`config.mk`:
```
export PLATFORM = sky130hd
export DESIGN_NAME = uad_decoder
export DESIGN_NICKNAME = d
export VERILOG_FILES = /design/src/uad_pkg.sv /design/src/uad_range.sv /design/src/uad_decoder.sv
export SDC_FILE = /design/constraint.sdc
export NUM_CORES = 1
export LEC_CHECK = 0
export BUFFER_PORTS_ARGS = -buffer_cell sky130_fd_sc_hd__buf_2
export CAP_MARGIN = 20
export CORE_AREA = 2 2 164 166
export DETAILED_ROUTE_END_ITERATION = 12
export DIE_AREA = 0 0 166 168
export PLACE_DENSITY = 0.47
export SYNTH_ARGS = -nofsm -noshare
export SYNTH_HDL_FRONTEND = slang
export SYNTH_SLANG_ARGS = --single-unit
```
`constraint.sdc`:
```
create_clock -name clock_i -period 3.24 [get_ports clock_i]
set_input_delay 0.648 -clock clock_i [delete_from_list [all_inputs] [get_ports clock_i]]
set_output_delay 0.648 -clock clock_i [all_outputs]
set_load 0.01 [all_outputs]
```
`src/uad_pkg.sv`:
```
// package of constants for the unified address decoder
package uad_pkg;
    // ------------------------------------------------------------
    // address layout
    // ------------------------------------------------------------
    localparam int ADDR_W = 24; // 16 Mbyte space
    localparam int SEG_W = 8; // 256 segments
    localparam int PAGE_W = 2; // four pages per segment
    localparam int SEC_W = 12; // 4 Kbyte sector offset
    localparam int BLK_W = 7; // 128 byte program block
    localparam int CLUS_W = 2; // sectors per protection cluster, log2
    localparam int NFLASH = 3; // flash modules
    localparam int NCLUS = 64; // clusters for an 8-bit sector number (256 sectors / 4)
    localparam int PSR_W = 15; // program sram 32 Kbytes

    // decoded targets, one-hot
    typedef enum logic [13:0] {
        TGT_NONE = 14'h0001,
        TGT_EXT_MEM = 14'h0002,
        TGT_EXT_IO = 14'h0004,
        TGT_PERIPH = 14'h0008,
        TGT_FLASH = 14'h0010,
        TGT_PROGRAM_SRAM = 14'h0020,
        TGT_EMULATED_PROGRAM_SRAM = 14'h0040,
        TGT_DATA_SRAM = 14'h0080,
        TGT_DUAL_PORT_RAM = 14'h0100,
        TGT_SFR = 14'h0200,
        TGT_EXTENDED_FUNCTION_REGISTERS = 14'h0400,
        TGT_AUXILIARY_FUNCTION_REGISTERS = 14'h0800,
        TGT_FCTRL = 14'h1000,
        TGT_TRAP = 14'h2000
    } uad_tgt_t;

    // range bounds
    localparam logic [23:0] FCTRL_LO = 24'hffff00;
    localparam logic [23:0] TRAP_LO = 24'hf00000;
    localparam logic [23:0] EPSR_MIR_LO = 24'he88000;
    localparam logic [23:0] EPSR_LO = 24'he80000;
    localparam logic [23:0] PSR_MIR_HI = 24'he7ffff;
    localparam logic [23:0] PSR_LO = 24'he00000;
    localparam logic [23:0] PMRES_LO = 24'hcc0000;
    localparam logic [23:0] FLASH_LO = 24'hc00000;
    localparam logic [23:0] FLASH_HI = 24'hcbffff;
    localparam logic [23:0] EXT_HI_LO = 24'h400000;
    localparam logic [23:0] EXT_HI_HI = 24'hbfffff;
    localparam logic [23:0] EXTIO_LO = 24'h205800;
    localparam logic [23:0] PERI_LO = 24'h200000;
    localparam logic [23:0] EXT_MID_LO = 24'h010000;
    localparam logic [23:0] SFR_LO = 24'h00fe00;
    localparam logic [23:0] DPR_LO = 24'h00f600;
    localparam logic [23:0] DPR_HI = 24'h00fdff;
    localparam logic [23:0] DPR_BIT_LO = 24'h00fd00;
    localparam logic [23:0] DPRES_LO = 24'h00f200;
    localparam logic [23:0] EXTENDED_FUNCTION_REGISTERS_LO = 24'h00f000;
    localparam logic [23:0] EXTENDED_FUNCTION_REGISTERS_HI = 24'h00f1ff;
    localparam logic [23:0] AUXILIARY_FUNCTION_REGISTERS_LO = 24'h00e000;
    localparam logic [23:0] DSR_LO = 24'h00a000;
    localparam logic [23:0] DSR_HI = 24'h00dfff;
    localparam logic [23:0] DSRES_LO = 24'h008000;
    localparam logic [23:0] EXT_LO_HI = 24'h007fff;
    localparam logic [7:0] RES_SECTOR = 8'h3f; // top sector of module 0
    localparam logic [15:0] ZERO_DATA = 16'h0000;
endpackage

```
`src/uad_range.sv`:
```
// address window comparator
module uad_range #(
    parameter logic [23:0] LO = 24'h000000,
    parameter logic [23:0] HI = 24'hffffff
) (
    input wire logic [23:0] addr_i,
    output logic hit_o
);
    // inclusive window compare
    assign hit_o = (addr_i >= LO) && (addr_i <= HI);
endmodule

```
`src/uad_decoder.sv`:
```
// unified address decoder: fetch and data sides, flash protection
module uad_decoder (
    input wire logic clock_i,
    input wire logic rstn_i,
    // program fetch unit request
    input wire logic fetch_req_i,
    input wire logic [23:0] fetch_addr_i,
    // data transfer unit request
    input wire logic data_req_i,
    input wire logic data_we_i,
    input wire logic data_byte_i,
    input wire logic data_bit_i,
    input wire logic [23:0] data_addr_i,
    input wire logic [15:0] data_wdata_i,
    // program sram protection setup
    input wire logic psr_prot_en_i,
    input wire logic [14:0] psr_prot_size_i,
    // flash protection state
    input wire logic [63:0] flash_wprot_i,
    input wire logic flash_rprot_i,
    input wire logic pw_unlock_i,
    // system data read back from targets
    input wire logic [15:0] tgt_rdata_i,
    // fetch side outputs
    output logic fetch_vld_o,
    output logic [13:0] fetch_tgt_o,
    output logic [127:0] fetch_line_mask_o,
    output logic fetch_trap_o,
    // data side outputs, then fetch side fetch_xbus_o
    output logic data_vld_o,
    output logic [13:0] data_tgt_o,
    output logic [23:0] data_addr_o,
    output logic data_we_o,
    output logic [1:0] data_be_o,
    output logic [15:0] data_wdata_o,
    output logic [15:0] data_rdata_o,
    output logic data_trap_o,
    output logic data_bit_err_o,
    output logic data_xbus_o,
    output logic data_strict_o,
    output logic [2:0] flash_mod_o,
    output logic [7:0] flash_sector_o,
    output logic [16:0] flash_block_o,
    output logic fetch_xbus_o
);
    // ------------------------------------------------------------
    // window comparators for the data side
    // ------------------------------------------------------------
    logic h_fctrl, h_trap, h_epsr, h_epmir, h_psr, h_psmir, h_pmres, h_flash;
    logic h_exthi, h_extio, h_peri, h_extmid, h_sfr, h_dpr, h_dpres, h_extended_function_registers;
    logic h_auxiliary_function_registers, h_dsr, h_dsres, h_extlo;

    uad_range #(.LO(uad_pkg::FCTRL_LO), .HI(24'hffffff)) u_fctrl (
        .addr_i(data_addr_i), .hit_o(h_fctrl));
    uad_range #(.LO(uad_pkg::TRAP_LO), .HI(uad_pkg::FCTRL_LO - 24'h1)) u_trap (
        .addr_i(data_addr_i), .hit_o(h_trap));
    uad_range #(.LO(uad_pkg::EPSR_MIR_LO), .HI(uad_pkg::TRAP_LO - 24'h1)) u_epmir (
        .addr_i(data_addr_i), .hit_o(h_epmir));
    uad_range #(.LO(uad_pkg::EPSR_LO), .HI(uad_pkg::EPSR_MIR_LO - 24'h1)) u_epsr (
        .addr_i(data_addr_i), .hit_o(h_epsr));
    uad_range #(.LO(uad_pkg::PSR_LO), .HI(uad_pkg::PSR_MIR_HI)) u_psr (
        .addr_i(data_addr_i), .hit_o(h_psr));
    uad_range #(.LO(uad_pkg::PMRES_LO), .HI(uad_pkg::PSR_LO - 24'h1)) u_pmres (
        .addr_i(data_addr_i), .hit_o(h_pmres));
    uad_range #(.LO(uad_pkg::FLASH_LO), .HI(uad_pkg::FLASH_HI)) u_flash (
        .addr_i(data_addr_i), .hit_o(h_flash));
    uad_range #(.LO(uad_pkg::EXT_HI_LO), .HI(uad_pkg::EXT_HI_HI)) u_exthi (
        .addr_i(data_addr_i), .hit_o(h_exthi));
    uad_range #(.LO(uad_pkg::EXTIO_LO), .HI(uad_pkg::EXT_HI_LO - 24'h1)) u_extio (
        .addr_i(data_addr_i), .hit_o(h_extio));
    uad_range #(.LO(uad_pkg::PERI_LO), .HI(uad_pkg::EXTIO_LO - 24'h1)) u_peri (
        .addr_i(data_addr_i), .hit_o(h_peri));
    uad_range #(.LO(uad_pkg::EXT_MID_LO), .HI(uad_pkg::PERI_LO - 24'h1)) u_extmid (
        .addr_i(data_addr_i), .hit_o(h_extmid));
    uad_range #(.LO(uad_pkg::SFR_LO), .HI(uad_pkg::EXT_MID_LO - 24'h1)) u_sfr (
        .addr_i(data_addr_i), .hit_o(h_sfr));
    uad_range #(.LO(uad_pkg::DPR_LO), .HI(uad_pkg::DPR_HI)) u_dpr (
        .addr_i(data_addr_i), .hit_o(h_dpr));
    uad_range #(.LO(uad_pkg::DPRES_LO), .HI(uad_pkg::DPR_LO - 24'h1)) u_dpres (
        .addr_i(data_addr_i), .hit_o(h_dpres));
    uad_range #(.LO(uad_pkg::EXTENDED_FUNCTION_REGISTERS_LO), .HI(uad_pkg::EXTENDED_FUNCTION_REGISTERS_HI)) u_extended_function_registers (
        .addr_i(data_addr_i), .hit_o(h_extended_function_registers));
    uad_range #(.LO(uad_pkg::AUXILIARY_FUNCTION_REGISTERS_LO), .HI(uad_pkg::EXTENDED_FUNCTION_REGISTERS_LO - 24'h1)) u_auxiliary_function_registers (
        .addr_i(data_addr_i), .hit_o(h_auxiliary_function_registers));
    uad_range #(.LO(uad_pkg::DSR_LO), .HI(uad_pkg::DSR_HI)) u_dsr (
        .addr_i(data_addr_i), .hit_o(h_dsr));
    uad_range #(.LO(uad_pkg::DSRES_LO), .HI(uad_pkg::DSR_LO - 24'h1)) u_dsres (
        .addr_i(data_addr_i), .hit_o(h_dsres));
    uad_range #(.LO(24'h000000), .HI(uad_pkg::EXT_LO_HI)) u_extlo (
        .addr_i(data_addr_i), .hit_o(h_extlo));

    // ------------------------------------------------------------
    // registered state, one struct
    // ------------------------------------------------------------
    typedef struct packed {
        logic fvld;
        logic [13:0] ftgt;
        logic [127:0] fmask;
        logic ftrap;
        logic fxbus;
        logic dvld;
        logic [13:0] dtgt;
        logic [23:0] daddr;
        logic dwe;
        logic [1:0] dbe;
        logic [15:0] dwdata;
        logic [15:0] drdata;
        logic dtrap;
        logic dbiterr;
        logic dxbus;
        logic dstrict;
        logic [2:0] fmod;
        logic [7:0] fsec;
        logic [16:0] fblk;
    } uad_state_t;

    uad_state_t st_r, st_nxt;

    // data side target, priority irrelevant since windows are disjoint
    function automatic uad_pkg::uad_tgt_t data_target();
        uad_pkg::uad_tgt_t t;
        t = uad_pkg::TGT_NONE;
        if (h_fctrl) t = uad_pkg::TGT_FCTRL;
        else if (h_trap) t = uad_pkg::TGT_TRAP;
        else if (h_epsr || h_epmir) t = uad_pkg::TGT_EMULATED_PROGRAM_SRAM;
        else if (h_psr) t = uad_pkg::TGT_PROGRAM_SRAM;
        else if (h_pmres) t = uad_pkg::TGT_NONE;
        else if (h_flash) t = uad_pkg::TGT_FLASH;
        else if (h_exthi || h_extmid || h_extlo) t = uad_pkg::TGT_EXT_MEM;
        else if (h_extio) t = uad_pkg::TGT_EXT_IO;
        else if (h_peri) t = uad_pkg::TGT_PERIPH;
        else if (h_sfr) t = uad_pkg::TGT_SFR;
        else if (h_dpr) t = uad_pkg::TGT_DUAL_PORT_RAM;
        else if (h_extended_function_registers) t = uad_pkg::TGT_EXTENDED_FUNCTION_REGISTERS;
        else if (h_auxiliary_function_registers) t = uad_pkg::TGT_AUXILIARY_FUNCTION_REGISTERS;
        else if (h_dsr) t = uad_pkg::TGT_DATA_SRAM;
        else if (h_dpres || h_dsres) t = uad_pkg::TGT_NONE;
        return t;
    endfunction

    // fetch side decode: code comes only from program sram, emulated program sram, flash and external memory or io
    function automatic uad_pkg::uad_tgt_t fetch_target(input logic [23:0] a);
        uad_pkg::uad_tgt_t t;
        t = uad_pkg::TGT_NONE;
        if (a >= uad_pkg::FCTRL_LO) t = uad_pkg::TGT_TRAP;
        else if (a >= uad_pkg::TRAP_LO) t = uad_pkg::TGT_TRAP;
        else if (a >= uad_pkg::EPSR_LO) t = uad_pkg::TGT_EMULATED_PROGRAM_SRAM;
        else if (a >= uad_pkg::PSR_LO) t = uad_pkg::TGT_PROGRAM_SRAM;
        else if (a >= uad_pkg::PMRES_LO) t = uad_pkg::TGT_NONE;
        else if (a >= uad_pkg::FLASH_LO) t = uad_pkg::TGT_FLASH;
        else if (a >= uad_pkg::EXT_HI_LO) t = uad_pkg::TGT_EXT_MEM;
        else if (a >= uad_pkg::EXTIO_LO) t = uad_pkg::TGT_EXT_IO;
        else if (a >= uad_pkg::EXT_MID_LO && a < uad_pkg::PERI_LO) t = uad_pkg::TGT_EXT_MEM;
        else if (a <= uad_pkg::EXT_LO_HI) t = uad_pkg::TGT_EXT_MEM;
        return t;
    endfunction

    // ------------------------------------------------------------
    // next-state logic
    // ------------------------------------------------------------
    always_comb begin
        uad_pkg::uad_tgt_t dt;
        uad_pkg::uad_tgt_t ft;
        logic [23:0] foff;
        logic [7:0] sec;
        logic wr_block;
        logic rd_block;
        logic bit_ok;
        dt = data_target();
        ft = fetch_target(fetch_addr_i);
        foff = data_addr_i - uad_pkg::FLASH_LO;
        sec = foff[19:12];
        wr_block = 1'b0;
        rd_block = 1'b0;
        bit_ok = 1'b0;
        st_nxt = st_r;

        // fetch side: every code fetch goes through the program fetch unit
        st_nxt.fvld = fetch_req_i;
        st_nxt.ftgt = fetch_req_i ? ft : uad_pkg::TGT_NONE;
        st_nxt.ftrap = fetch_req_i && (ft == uad_pkg::TGT_TRAP);
        // external code crosses the system bus, independent of data side
        st_nxt.fxbus = fetch_req_i && (ft == uad_pkg::TGT_EXT_MEM
            || ft == uad_pkg::TGT_EXT_IO);
        // a flash read returns a whole 128-bit line; mark the wanted word
        st_nxt.fmask = '0;
        if (fetch_req_i && ft == uad_pkg::TGT_FLASH && !flash_rprot_i) begin
            st_nxt.fmask[{fetch_addr_i[3:1], 4'h0} +: 16] = 16'hffff;
        end

        // flash addressing: module, sector, program block
        st_nxt.fmod = '0;
        if (dt == uad_pkg::TGT_FLASH) begin
            st_nxt.fmod[foff[19:18]] = 1'b1;
        end
        st_nxt.fsec = sec;
        st_nxt.fblk = foff[uad_pkg::ADDR_W-1:uad_pkg::BLK_W];

        // protection checks on data accesses
        if (dt == uad_pkg::TGT_FLASH) begin
            if (sec == uad_pkg::RES_SECTOR) begin
                wr_block = 1'b1;
                rd_block = 1'b1;
            end
            if (flash_wprot_i[sec[7:uad_pkg::CLUS_W]] && !pw_unlock_i) begin
                wr_block = 1'b1;
            end
            if (flash_rprot_i && !pw_unlock_i) begin
                rd_block = 1'b1;
            end
        end
        if (dt == uad_pkg::TGT_PROGRAM_SRAM && psr_prot_en_i
            && data_addr_i[uad_pkg::PSR_W-1:0] < psr_prot_size_i) begin
            wr_block = 1'b1;
        end

        // bit access legality
        if (dt == uad_pkg::TGT_SFR || dt == uad_pkg::TGT_EXTENDED_FUNCTION_REGISTERS) begin
            bit_ok = 1'b1;
        end else if (dt == uad_pkg::TGT_DUAL_PORT_RAM) begin
            bit_ok = data_addr_i >= uad_pkg::DPR_BIT_LO;
        end

        // data side: all transfers go through the data transfer unit
        st_nxt.dvld = data_req_i;
        st_nxt.dtgt = data_req_i ? dt : uad_pkg::TGT_NONE;
        st_nxt.daddr = data_addr_i;
        st_nxt.dwe = data_req_i && data_we_i && !wr_block
            && dt != uad_pkg::TGT_NONE && dt != uad_pkg::TGT_TRAP;
        // byte lanes: word uses both, byte picks by address bit 0
        st_nxt.dbe = data_byte_i ? (data_addr_i[0] ? 2'b10 : 2'b01) : 2'b11;
        st_nxt.dwdata = data_wdata_i;
        st_nxt.drdata = (dt == uad_pkg::TGT_NONE || rd_block)
            ? uad_pkg::ZERO_DATA : tgt_rdata_i;
        st_nxt.dtrap = data_req_i && dt == uad_pkg::TGT_TRAP;
        // bit op on a non bit-addressable target: flagged only, data_we_o not gated
        st_nxt.dbiterr = data_req_i && data_bit_i && !bit_ok;
        // operands from program memory, peripherals and off-chip resources cross over
        st_nxt.dxbus = data_req_i && (dt == uad_pkg::TGT_PROGRAM_SRAM || dt == uad_pkg::TGT_FLASH
            || dt == uad_pkg::TGT_EMULATED_PROGRAM_SRAM || dt == uad_pkg::TGT_EXT_MEM
            || dt == uad_pkg::TGT_EXT_IO || dt == uad_pkg::TGT_PERIPH);
        // external io: no reordering, no prefetch
        st_nxt.dstrict = data_req_i && dt == uad_pkg::TGT_EXT_IO;
    end

    // ------------------------------------------------------------
    // state register
    // ------------------------------------------------------------
    always_ff @(posedge clock_i) begin
        if (!rstn_i) begin
            st_r <= '0;
        end else begin
            st_r <= st_nxt;
        end
    end

    // outputs straight from flops
    assign fetch_vld_o = st_r.fvld;
    assign fetch_tgt_o = st_r.ftgt;
    assign fetch_line_mask_o = st_r.fmask;
    assign fetch_trap_o = st_r.ftrap;
    assign fetch_xbus_o = st_r.fxbus;
    assign data_vld_o = st_r.dvld;
    assign data_tgt_o = st_r.dtgt;
    assign data_addr_o = st_r.daddr;
    assign data_we_o = st_r.dwe;
    assign data_be_o = st_r.dbe;
    assign data_wdata_o = st_r.dwdata;
    assign data_rdata_o = st_r.drdata;
    assign data_trap_o = st_r.dtrap;
    assign data_bit_err_o = st_r.dbiterr;
    assign data_xbus_o = st_r.dxbus;
    assign data_strict_o = st_r.dstrict;
    assign flash_mod_o = st_r.fmod;
    assign flash_sector_o = st_r.fsec;
    assign flash_block_o = st_r.fblk;
endmodule

```
==> impl_metrics.env, run 1 <==
export IMPL_synthTopCellsByArea="dfxtp_1 (35%), buf_4 (19%), mux4_2 (4.7%), and2_1 (4.7%), ha_1 (4.3%)"
export IMPL_whs_path_depth=2
export IMPL_layout_common_cells="buf_2 (388), dfxtp_1 (101), and2_1 (43), nor2_1 (43), nand2_1 (32)"
export IMPL_syn_avg_cell_area_um2=8.942
export IMPL_postLayoutSetupSlackWorst_ps=537.3
export IMPL_ir_drop_uv=188.5
export IMPL_muxShareOfSynthArea_pct=5.566
export IMPL_seq_area_mm2=0.002022
export IMPL_ys_ff_latch=101
export IMPL_min_to="fetch_tgt_o[0]$_SDFF_PN0_"
export IMPL_synth_largest_area_cell="dfxtp_1"
export IMPL_cp_required_ps=3540
export IMPL_nets=1086
export IMPL_holdCritPathClass="input port to flip-flop"
export IMPL_synthCells=646
export IMPL_rsz0062_at_grt="no"
export IMPL_seq_area_frac_synth_pct=35.00
export IMPL_synth_simple_area_share_pct=22.14
export IMPL_ioPinCount=420
export IMPL_grt_start_max_net_pins=40
export IMPL_antenna_left=0
export IMPL_cts_buffers=9
export IMPL_cts_hold_buf=0
export IMPL_grt_pass1_wl_um=29450
export IMPL_synth_xor_area_share_pct=0
export IMPL_p_per_area_mw_per_mm2=396.0
export IMPL_fmax_mhz=370.0
export IMPL_fill_cells=2862
export IMPL_drv_slew=0
export IMPL_status="completed"
export IMPL_wl_per_cell_um=16.28
export IMPL_antenna_found_initial=1
export IMPL_diodes=0
export IMPL_grt_pass1_vias=4931
export IMPL_ys_types=65
export IMPL_max_cap_violations=0
export IMPL_layout_worst_path_cycle_share_pct=83.42
export IMPL_design_core_area_mm2=0.02635
export IMPL_period_minus_slack_ps=2703
export IMPL_synth_compound_area_share_pct=9.465
export IMPL_hp_start="fetch_req_i"
export IMPL_htree_levels=3
export IMPL_finalSetupViolations=0
export IMPL_cp_end_kind="flip-flop"
export IMPL_syn_cell_area_mm2=0.005777
export IMPL_start_kind="input port"
export IMPL_power_w=0.002929
export IMPL_crit_fanout=16
export IMPL_pre_cts_ws_ps=260.0
export IMPL_drcViolationCount=0
export IMPL_viasPerCell=4.242
export IMPL_cts_setup_buffers=0
export IMPL_clockBufferDepth=2
export IMPL_track_usage_pct=13.92
export IMPL_cts_resized=0
export IMPL_ys_flop_type="dfxtp_1"
export IMPL_yosysWarnings=0
export IMPL_first_pass_iters=5
export IMPL_setup_tns_ps=0
export IMPL_finalHoldViolations=0
export IMPL_p_leak_nw=3.945
export IMPL_portBuffers=388
export IMPL_rows=60
export IMPL_synth_fa_ha_area_share_pct=4.332
export IMPL_dieWidth_um=166
export IMPL_netlist_area_leader_share_pct=35.00
export IMPL_cts_sinks=101
export IMPL_path_class="input port to flip-flop"
export IMPL_worstMarginPinSlew_ps=559.0
export IMPL_synth_top_family_by_area="buffers and inverters"
export IMPL_area_growth_pct=28.03
export IMPL_cts_tree="built"
export IMPL_grt_overflow=0
export IMPL_multiInputGateArea_mm2=0.002424
export IMPL_drt_iter0_drc=307
export IMPL_vias=5273
export IMPL_critical_path_arrival_ps=3000
export IMPL_final_common_cell="buf_2"
export IMPL_synth_enable_flop_cells=0
export IMPL_ys_async_sr_fraction_pct=0
export IMPL_start_util_pct=21.92
export IMPL_drive_gt1_share_pct=51.11
export IMPL_die_area_mm2=0.02789
export IMPL_gp_congestion=0.8906
export IMPL_clkSlewWorstSetupHoldPaths_ps=70
export IMPL_die_h_um=168
export IMPL_slew_headroom_pct=62.69
export IMPL_cts_root_buffer="clkbuf_16"
export IMPL_hpwl_um=16610
export IMPL_drt_wl_total_um=20240
[worst max path at each step]
stage / startpoint / to / slack, ps / cells past startpoint
2_1_floorplan: data_addr_i[16] / data_rdata_o[0]$_SDFF_PP0_ / 550 / 9
3_3_place_gp: data_addr_i[22] / data_rdata_o[0]$_SDFF_PP0_ / 240 / 11
3_5_place_dp: data_addr_i[22] / data_rdata_o[15]$_SDFF_PP0_ / 260 / 11
4_1_cts: data_addr_i[22] / data_rdata_o[5]$_SDFF_PP0_ / 630 / 11
5_1_grt: data_addr_i[22] / data_rdata_o[7]$_SDFF_PP0_ / 350 / 11
6_report: data_addr_i[22] / data_rdata_o[7]$_SDFF_PP0_ / 540 / 11
[stage by stage]
stage	instance area [um^2]	hold slack, ps	cells	utilization, %
CTS	7396	455.2	1243	28.07
floorplan	5799	720.4	652	-
finish	7396	480.6	1243	28.07
global route	7396	472.1	1243	28.07
global placement	7101	844.5	1227	26.95
detailed placement	7101	840.5	1227	26.95
[area by class of cell]
cell class	count	area share, %
Tap cell	341	5.769
Clock buffer	10	3.231
Clock inverter	6	0.7613
Multi-Input combinational cell	347	32.77
Timing Repair Buffer	411	28.76
Inverter	27	1.370
Sequential cell	101	27.34
[critical path, cell delays in order]
cell and delay [ps]:
buf_2 140, inv_1 170, ha_1 360, nand2_1 200, nor4_1 460, nand4_1 200, o2bb2ai_1 200, nand3_2 110
o2111a_2 220, buf_12 140, and2_4 140
[cells in the mapped netlist, drive strengths merged, types with 3 or more instances]
master	count
nor4b	4
o41ai	4
nand3	19
or4	3
dfxtp	101
nor3b	3
o21ai	14
mux4	12
nor4	16
nor3	14
ha	20
o211ai	3
inv	26
nor2b	4
buf	161
nor2	43
a2111oi	3
o31ai	5
nand4	11
a21o	7
nand2	32
clkbuf	16
and2	53
a21oi	18
nand4b	3
mux2i	4
nand2b	5
or2	5
or3	5
[cells by family after synthesis]
group	Yosys count
fa+ha+maj	20
flops	101
simple gates	228
other cells	1
buf+inv	204
mux	17
compound gates	75
[sequential cells by signal, indices dropped and copies added, names as in the netlist]
signal             cells
data_bit_err_o         1
fetch_vld_o            1
fetch_tgt_o            7
fetch_trap_o           1
flash_mod_o            3
data_addr_o           24
data_we_o              1
data_be_o              2
fetch_line_mask_o      8
data_wdata_o          16
data_vld_o             1
flash_block_o          2
data_xbus_o            1
fetch_xbus_o           1
data_strict_o          1
data_tgt_o            14
data_rdata_o          16
data_trap_o            1
[metal layers]
layer  track usage, %  vias up  routed length (um)
met3            2.774       26                1406
met5                0        -                   0
li1                 -     2561                   -
met4            4.499        0                 414
met1            16.07     2389                7951
met2            25.74      297               10460
[where the power goes]
part | internal [W] | switching [W]
clock network | 0.000559 | 0.000545
logic | 0.000237 | 0.000278
registers | 0.00129 | 0.0000169
total | 0.00209 | 0.000840
Power figures use the tool's default switching activity.
==> run 2: changes to the inputs <==
- PLACE_DENSITY: 0.47 -> 0.49
- clock period: 3.24 -> 2.3 ns (I/O delays scaled with it)
==> impl_metrics.env, run 2 (synthesis gave the netlist of run 1 again) <==
export IMPL_wl_per_cell_um=14.77
export IMPL_crit_fanout=16
export IMPL_track_usage_pct=13.41
export IMPL_path_class="input port to flip-flop"
export IMPL_drt_wl_total_um=19690
export IMPL_clkSlewWorstSetupHoldPaths_ps=80
export IMPL_cts_buffers=9
export IMPL_dieWidth_um=166
export IMPL_gp_congestion=0.9039
export IMPL_nets=1176
export IMPL_grt_pass1_wl_um=28910
export IMPL_hp_start="fetch_req_i"
export IMPL_drcViolationCount=0
export IMPL_rsz0062_at_grt="yes"
export IMPL_drive_gt1_share_pct=56.96
export IMPL_drv_slew=0
export IMPL_critical_path_arrival_ps=2510
export IMPL_clockBufferDepth=2
export IMPL_die_area_mm2=0.02789
export IMPL_clkPwrFrac_pct=36.5
export IMPL_seq_power_share_pct=44.2
export IMPL_diodes=0
export IMPL_layout_worst_path_cycle_share_pct=98.33
export IMPL_final_cells=1333
export IMPL_layout_common_cells="buf_2 (388), buf_4 (110), dfxtp_1 (101)"
export IMPL_htree_levels=3
export IMPL_p_sw_share_pct=27.83
export IMPL_final_common_cell="buf_2"
export IMPL_rows=60
export IMPL_p_per_area_mw_per_mm2=510.4
export IMPL_viasPerCell=4.119
export IMPL_cts_sinks=101
export IMPL_antenna_found_initial=0
export IMPL_grt_pass1_vias=5064
export IMPL_hpwl_um=16720
export IMPL_fmax_mhz=442.2
export IMPL_cts_hold_buf=0
export IMPL_first_pass_iters=4
export IMPL_setup_tns_ps=0
export IMPL_cp_required_ps=2550
export IMPL_whs_path_depth=2
export IMPL_holdCritPathClass="input port to flip-flop"
export IMPL_largest_reg_flops=24
export IMPL_drt_iter0_drc=136
export IMPL_min_to="fetch_tgt_o[0]$_SDFF_PN0_"
export IMPL_p_int_w=0.003013
export IMPL_antenna_left=0
export IMPL_start_util_pct=21.92
export IMPL_start_kind="input port"
export IMPL_power_switching_w=0.001162
export IMPL_placed_cell_area_mm2=0.007797
export IMPL_status="completed"
export IMPL_dp_cells=1316
export IMPL_grt_overflow=0
export IMPL_vias=5491
export IMPL_ioPinCount=420
export IMPL_period_minus_slack_ps=2262
export IMPL_max_cap_violations=0
export IMPL_cts_root_buffer="clkbuf_16"
export IMPL_ir_drop_uv=327.2
export IMPL_area_growth_pct=41.59
export IMPL_design_core_area_mm2=0.02635
export IMPL_finalSetupViolations=0
export IMPL_cts_tree="built"
export IMPL_cp_end_kind="flip-flop"
export IMPL_die_h_um=168
export IMPL_finalHoldViolations=0
export IMPL_combPwrFrac_pct=19.3
export IMPL_grt_start_max_net_pins=33
export IMPL_portBuffers=388
export IMPL_p_leak_nw=4.390
export IMPL_final_area_mm2=0.008179
run 2: area by class of cell:
type / instances / area, um^2
clock inverter: 6 / 52.55
timing repair buffer: 501 / 2819
inverter: 27 / 101.3
multi-input combinational: 347 / 2519
fill: 2847 / 18170
sequential: 101 / 2022
tap: 341 / 426.7
clock buffer: 10 / 239.0
run 2: per-layer routing:
metal,routed length (um),global-route usage (%)
met5,0,0
met4,213,3.327
met3,1133,2.398
met2,10160,24.45
met1,8186,16.31
run 2: what timing repair did:
item / 4_1_cts / 5_1_grt
resized for setup: 0 / 16
setup buffers: 0 / 1
pin swaps: 0 / 1
endpoints found under the setup margin: 2 / 25
endpoints found under the hold margin: 0 / 0
run 2: worst max path at each step:
stage | startpoint | endpoint | depth (start not counted)
2_1_floorplan | data_addr_i[18] | data_rdata_o[0]$_SDFF_PP0_ | 9
3_3_place_gp | data_addr_i[22] | data_rdata_o[12]$_SDFF_PP0_ | 11
3_5_place_dp | data_addr_i[23] | data_rdata_o[12]$_SDFF_PP0_ | 11
4_1_cts | data_addr_i[23] | data_tgt_o[8]$_SDFF_PN0_ | 13
5_1_grt | data_addr_i[23] | data_rdata_o[12]$_SDFF_PP0_ | 11
6_report | data_addr_i[19] | data_rdata_o[12]$_SDFF_PP0_ | 9
run 2: critical path, stage by stage:
cell	delay (ps)
buf_2	130
or4_4	570
o21ai_1	150
o211ai_1	110
o21ai_1	280
nand4b_1	200
o2111a_2	310
buf_12	150
and2_1	140
run 2: power by group through the flow:
stage,sequential [W],combinational [W],clock (W)
floorplan,0.00193,0.000364,0
global placement,0.00189,0.000801,0
detailed placement,0.00189,0.000807,0
CTS,0.00185,0.000809,0.00160
global route,0.00185,0.000888,0.00167
finish,0.00185,0.000805,0.00152
run 2: metrics by stage:
step	utilization (%)	worst slack (ps)	hold WS, ps	total power [W]
after floorplan	-	-124.0	532.4	0.002289
after global placement	29.59	-328.7	648.9	0.002690
after detailed placement	29.59	-369.3	655.9	0.002697
after CTS	30.70	-5.050	263.9	0.004260
after global routing	31.04	-26.98	280.3	0.004417
final	31.04	38.45	284.6	0.004175
==> run 3: changes to the inputs <==
- PLACE_DENSITY: 0.49 -> 0.47
- clock period: 2.3 -> 2.9 ns (I/O delays scaled with it)
==> impl_metrics.env, run 3 (synthesis gave the netlist of run 1 again) <==
export IMPL_cts_root_buffer="clkbuf_16"
export IMPL_seq_power_share_pct=44.1
export IMPL_cts_sinks=101
export IMPL_cts_tree="built"
export IMPL_die_h_um=168
export IMPL_layout_common_cells="buf_2 (388), dfxtp_1 (101), and2_1 (43), nor2_1 (43), buf_4 (41)"
export IMPL_power_switching_w=0.0009175
export IMPL_multiInputGateArea_mm2=0.002424
export IMPL_gp_congestion=0.8483
export IMPL_grt_pass1_vias=4991
export IMPL_seq_area_mm2=0.002022
export IMPL_critical_path_endpoint="data_rdata_o[1]$_SDFF_PP0_"
export IMPL_grt_overflow=0
export IMPL_layout_worst_path_cycle_share_pct=86.55
export IMPL_viasPerCell=4.265
export IMPL_final_core_util_pct=28.62
export IMPL_slew_headroom_pct=63.28
export IMPL_drt_wl_total_um=20450
export IMPL_drv_slew=0
export IMPL_p_leak_nw=4.031
export IMPL_crit_path_start="data_addr_i[22]"
export IMPL_grt_start_max_net_pins=40
export IMPL_busiest_layer="met2"
export IMPL_design_core_area_mm2=0.02635
export IMPL_clkSlewWorstSetupHoldPaths_ps=70
export IMPL_path_class="input port to flip-flop"
export IMPL_fmax_mhz=398.4
export IMPL_max_cap_violations=0
export IMPL_nets=1105
export IMPL_cts_buffers=9
export IMPL_dieWidth_um=166
export IMPL_worstMarginPinSlew_ps=550.0
export IMPL_drt_iter0_drc=247
export IMPL_whs_path_depth=2
export IMPL_p_int_w=0.002398
export IMPL_die_area_mm2=0.02789
export IMPL_hpwl_um=16810
export IMPL_setup_tns_ps=0
export IMPL_start_kind="input port"
export IMPL_critical_path_arrival_ps=2760
export IMPL_holdCritPathClass="input port to flip-flop"
export IMPL_p_per_area_mw_per_mm2=439.6
export IMPL_track_usage_pct=13.95
export IMPL_fill_cells=2884
export IMPL_cts_hold_buf=0
export IMPL_clockBufferDepth=2
export IMPL_portBuffers=388
export IMPL_clkPwrFrac_pct=38.2
export IMPL_drive_gt1_share_pct=52.01
export IMPL_start_util_pct=21.92
export IMPL_combPwrFrac_pct=17.7
export IMPL_finalSetupViolations=0
export IMPL_wl_per_cell_um=16.20
export IMPL_antenna_found_initial=2
export IMPL_cp_required_ps=3150
export IMPL_period_minus_slack_ps=2510
export IMPL_grt_pass1_wl_um=29590
export IMPL_antenna_left=0
export IMPL_use_met2_pct=26.21
export IMPL_status="completed"
export IMPL_rows=60
export IMPL_crit_fanout=16
export IMPL_ir_drop_uv=210.9
export IMPL_finalHoldViolations=0
export IMPL_diodes=0
export IMPL_p_sw_share_pct=27.67
export IMPL_power_w=0.003315
export IMPL_cts_setup_buffers=0
export IMPL_ioPinCount=420
export IMPL_cp_end_kind="flip-flop"
export IMPL_met1_usage_pct=16.00
export IMPL_largest_reg_flops=24
export IMPL_vias=5383
export IMPL_rsz0062_at_grt="no"
export IMPL_area_growth_pct=30.56
export IMPL_drcViolationCount=0
export IMPL_htree_levels=3
export IMPL_cts_resized=0
export IMPL_grt_util_met3_pct=3.056
export IMPL_final_common_cell="buf_2"
export IMPL_first_pass_iters=6
-- run 3: final cells by class --
cell class	instances	area share [%]
Multi-Input combinational cell	347	32.13
Timing Repair Buffer	430	30.09
Sequential cell	101	26.81
Tap cell	341	5.657
Clock buffer	10	3.036
Inverter	27	1.344
Clock inverter	6	0.9290
-- run 3: routing by layer --
layer,share of wire (%),up-vias
met5,0.13,-
met4,1.5,4
met3,6.7,23
met2,52,278
li1,-,2605
met1,39,2473
-- run 3: critical path: stages --
cell       delay, ps
buf_2            110
inv_1            150
ha_1             340
nor2b_1          130
a21o_1           160
o2111ai_1        200
a21bo_2          260
nand4b_1         200
o2111a_2         320
buf_12           150
and2_4           150
-- run 3: through the flow --
stage	setup WS, ps	cells	instance area, um^2	hold slack [ps]
after floorplan	282.2	652	5799	652.4
after global placement	31.76	1246	7243	775.3
after detailed placement	54.23	1246	7243	775.0
after CTS	411.6	1262	7542	396.3
after global routing	245.6	1262	7542	402.2
final	390.0	1262	7542	420.6
-- run 3: worst min-delay path by stage --
stage,startpoint,endpoint
after floorplan,data_addr_i[22],flash_block_o[15]$_SDFF_PN0_
after global placement,fetch_req_i,fetch_tgt_o[0]$_SDFF_PN0_
after detailed placement,fetch_req_i,fetch_tgt_o[0]$_SDFF_PN0_
after CTS,fetch_req_i,fetch_tgt_o[0]$_SDFF_PN0_
after global routing,fetch_req_i,fetch_tgt_o[0]$_SDFF_PN0_
final,fetch_req_i,fetch_tgt_o[0]$_SDFF_PN0_
-- run 3: power groups by stage --
stage / Sequential [W] / Combinational (W) / Clock, W
6_report: 0.00146 / 0.000587 / 0.00127
3_5_place_dp: 0.00150 / 0.000594 / 0
4_1_cts: 0.00146 / 0.000595 / 0.00134
5_1_grt: 0.00147 / 0.000647 / 0.00140
2_1_floorplan: 0.00153 / 0.000287 / 0
3_3_place_gp: 0.00150 / 0.000591 / 0
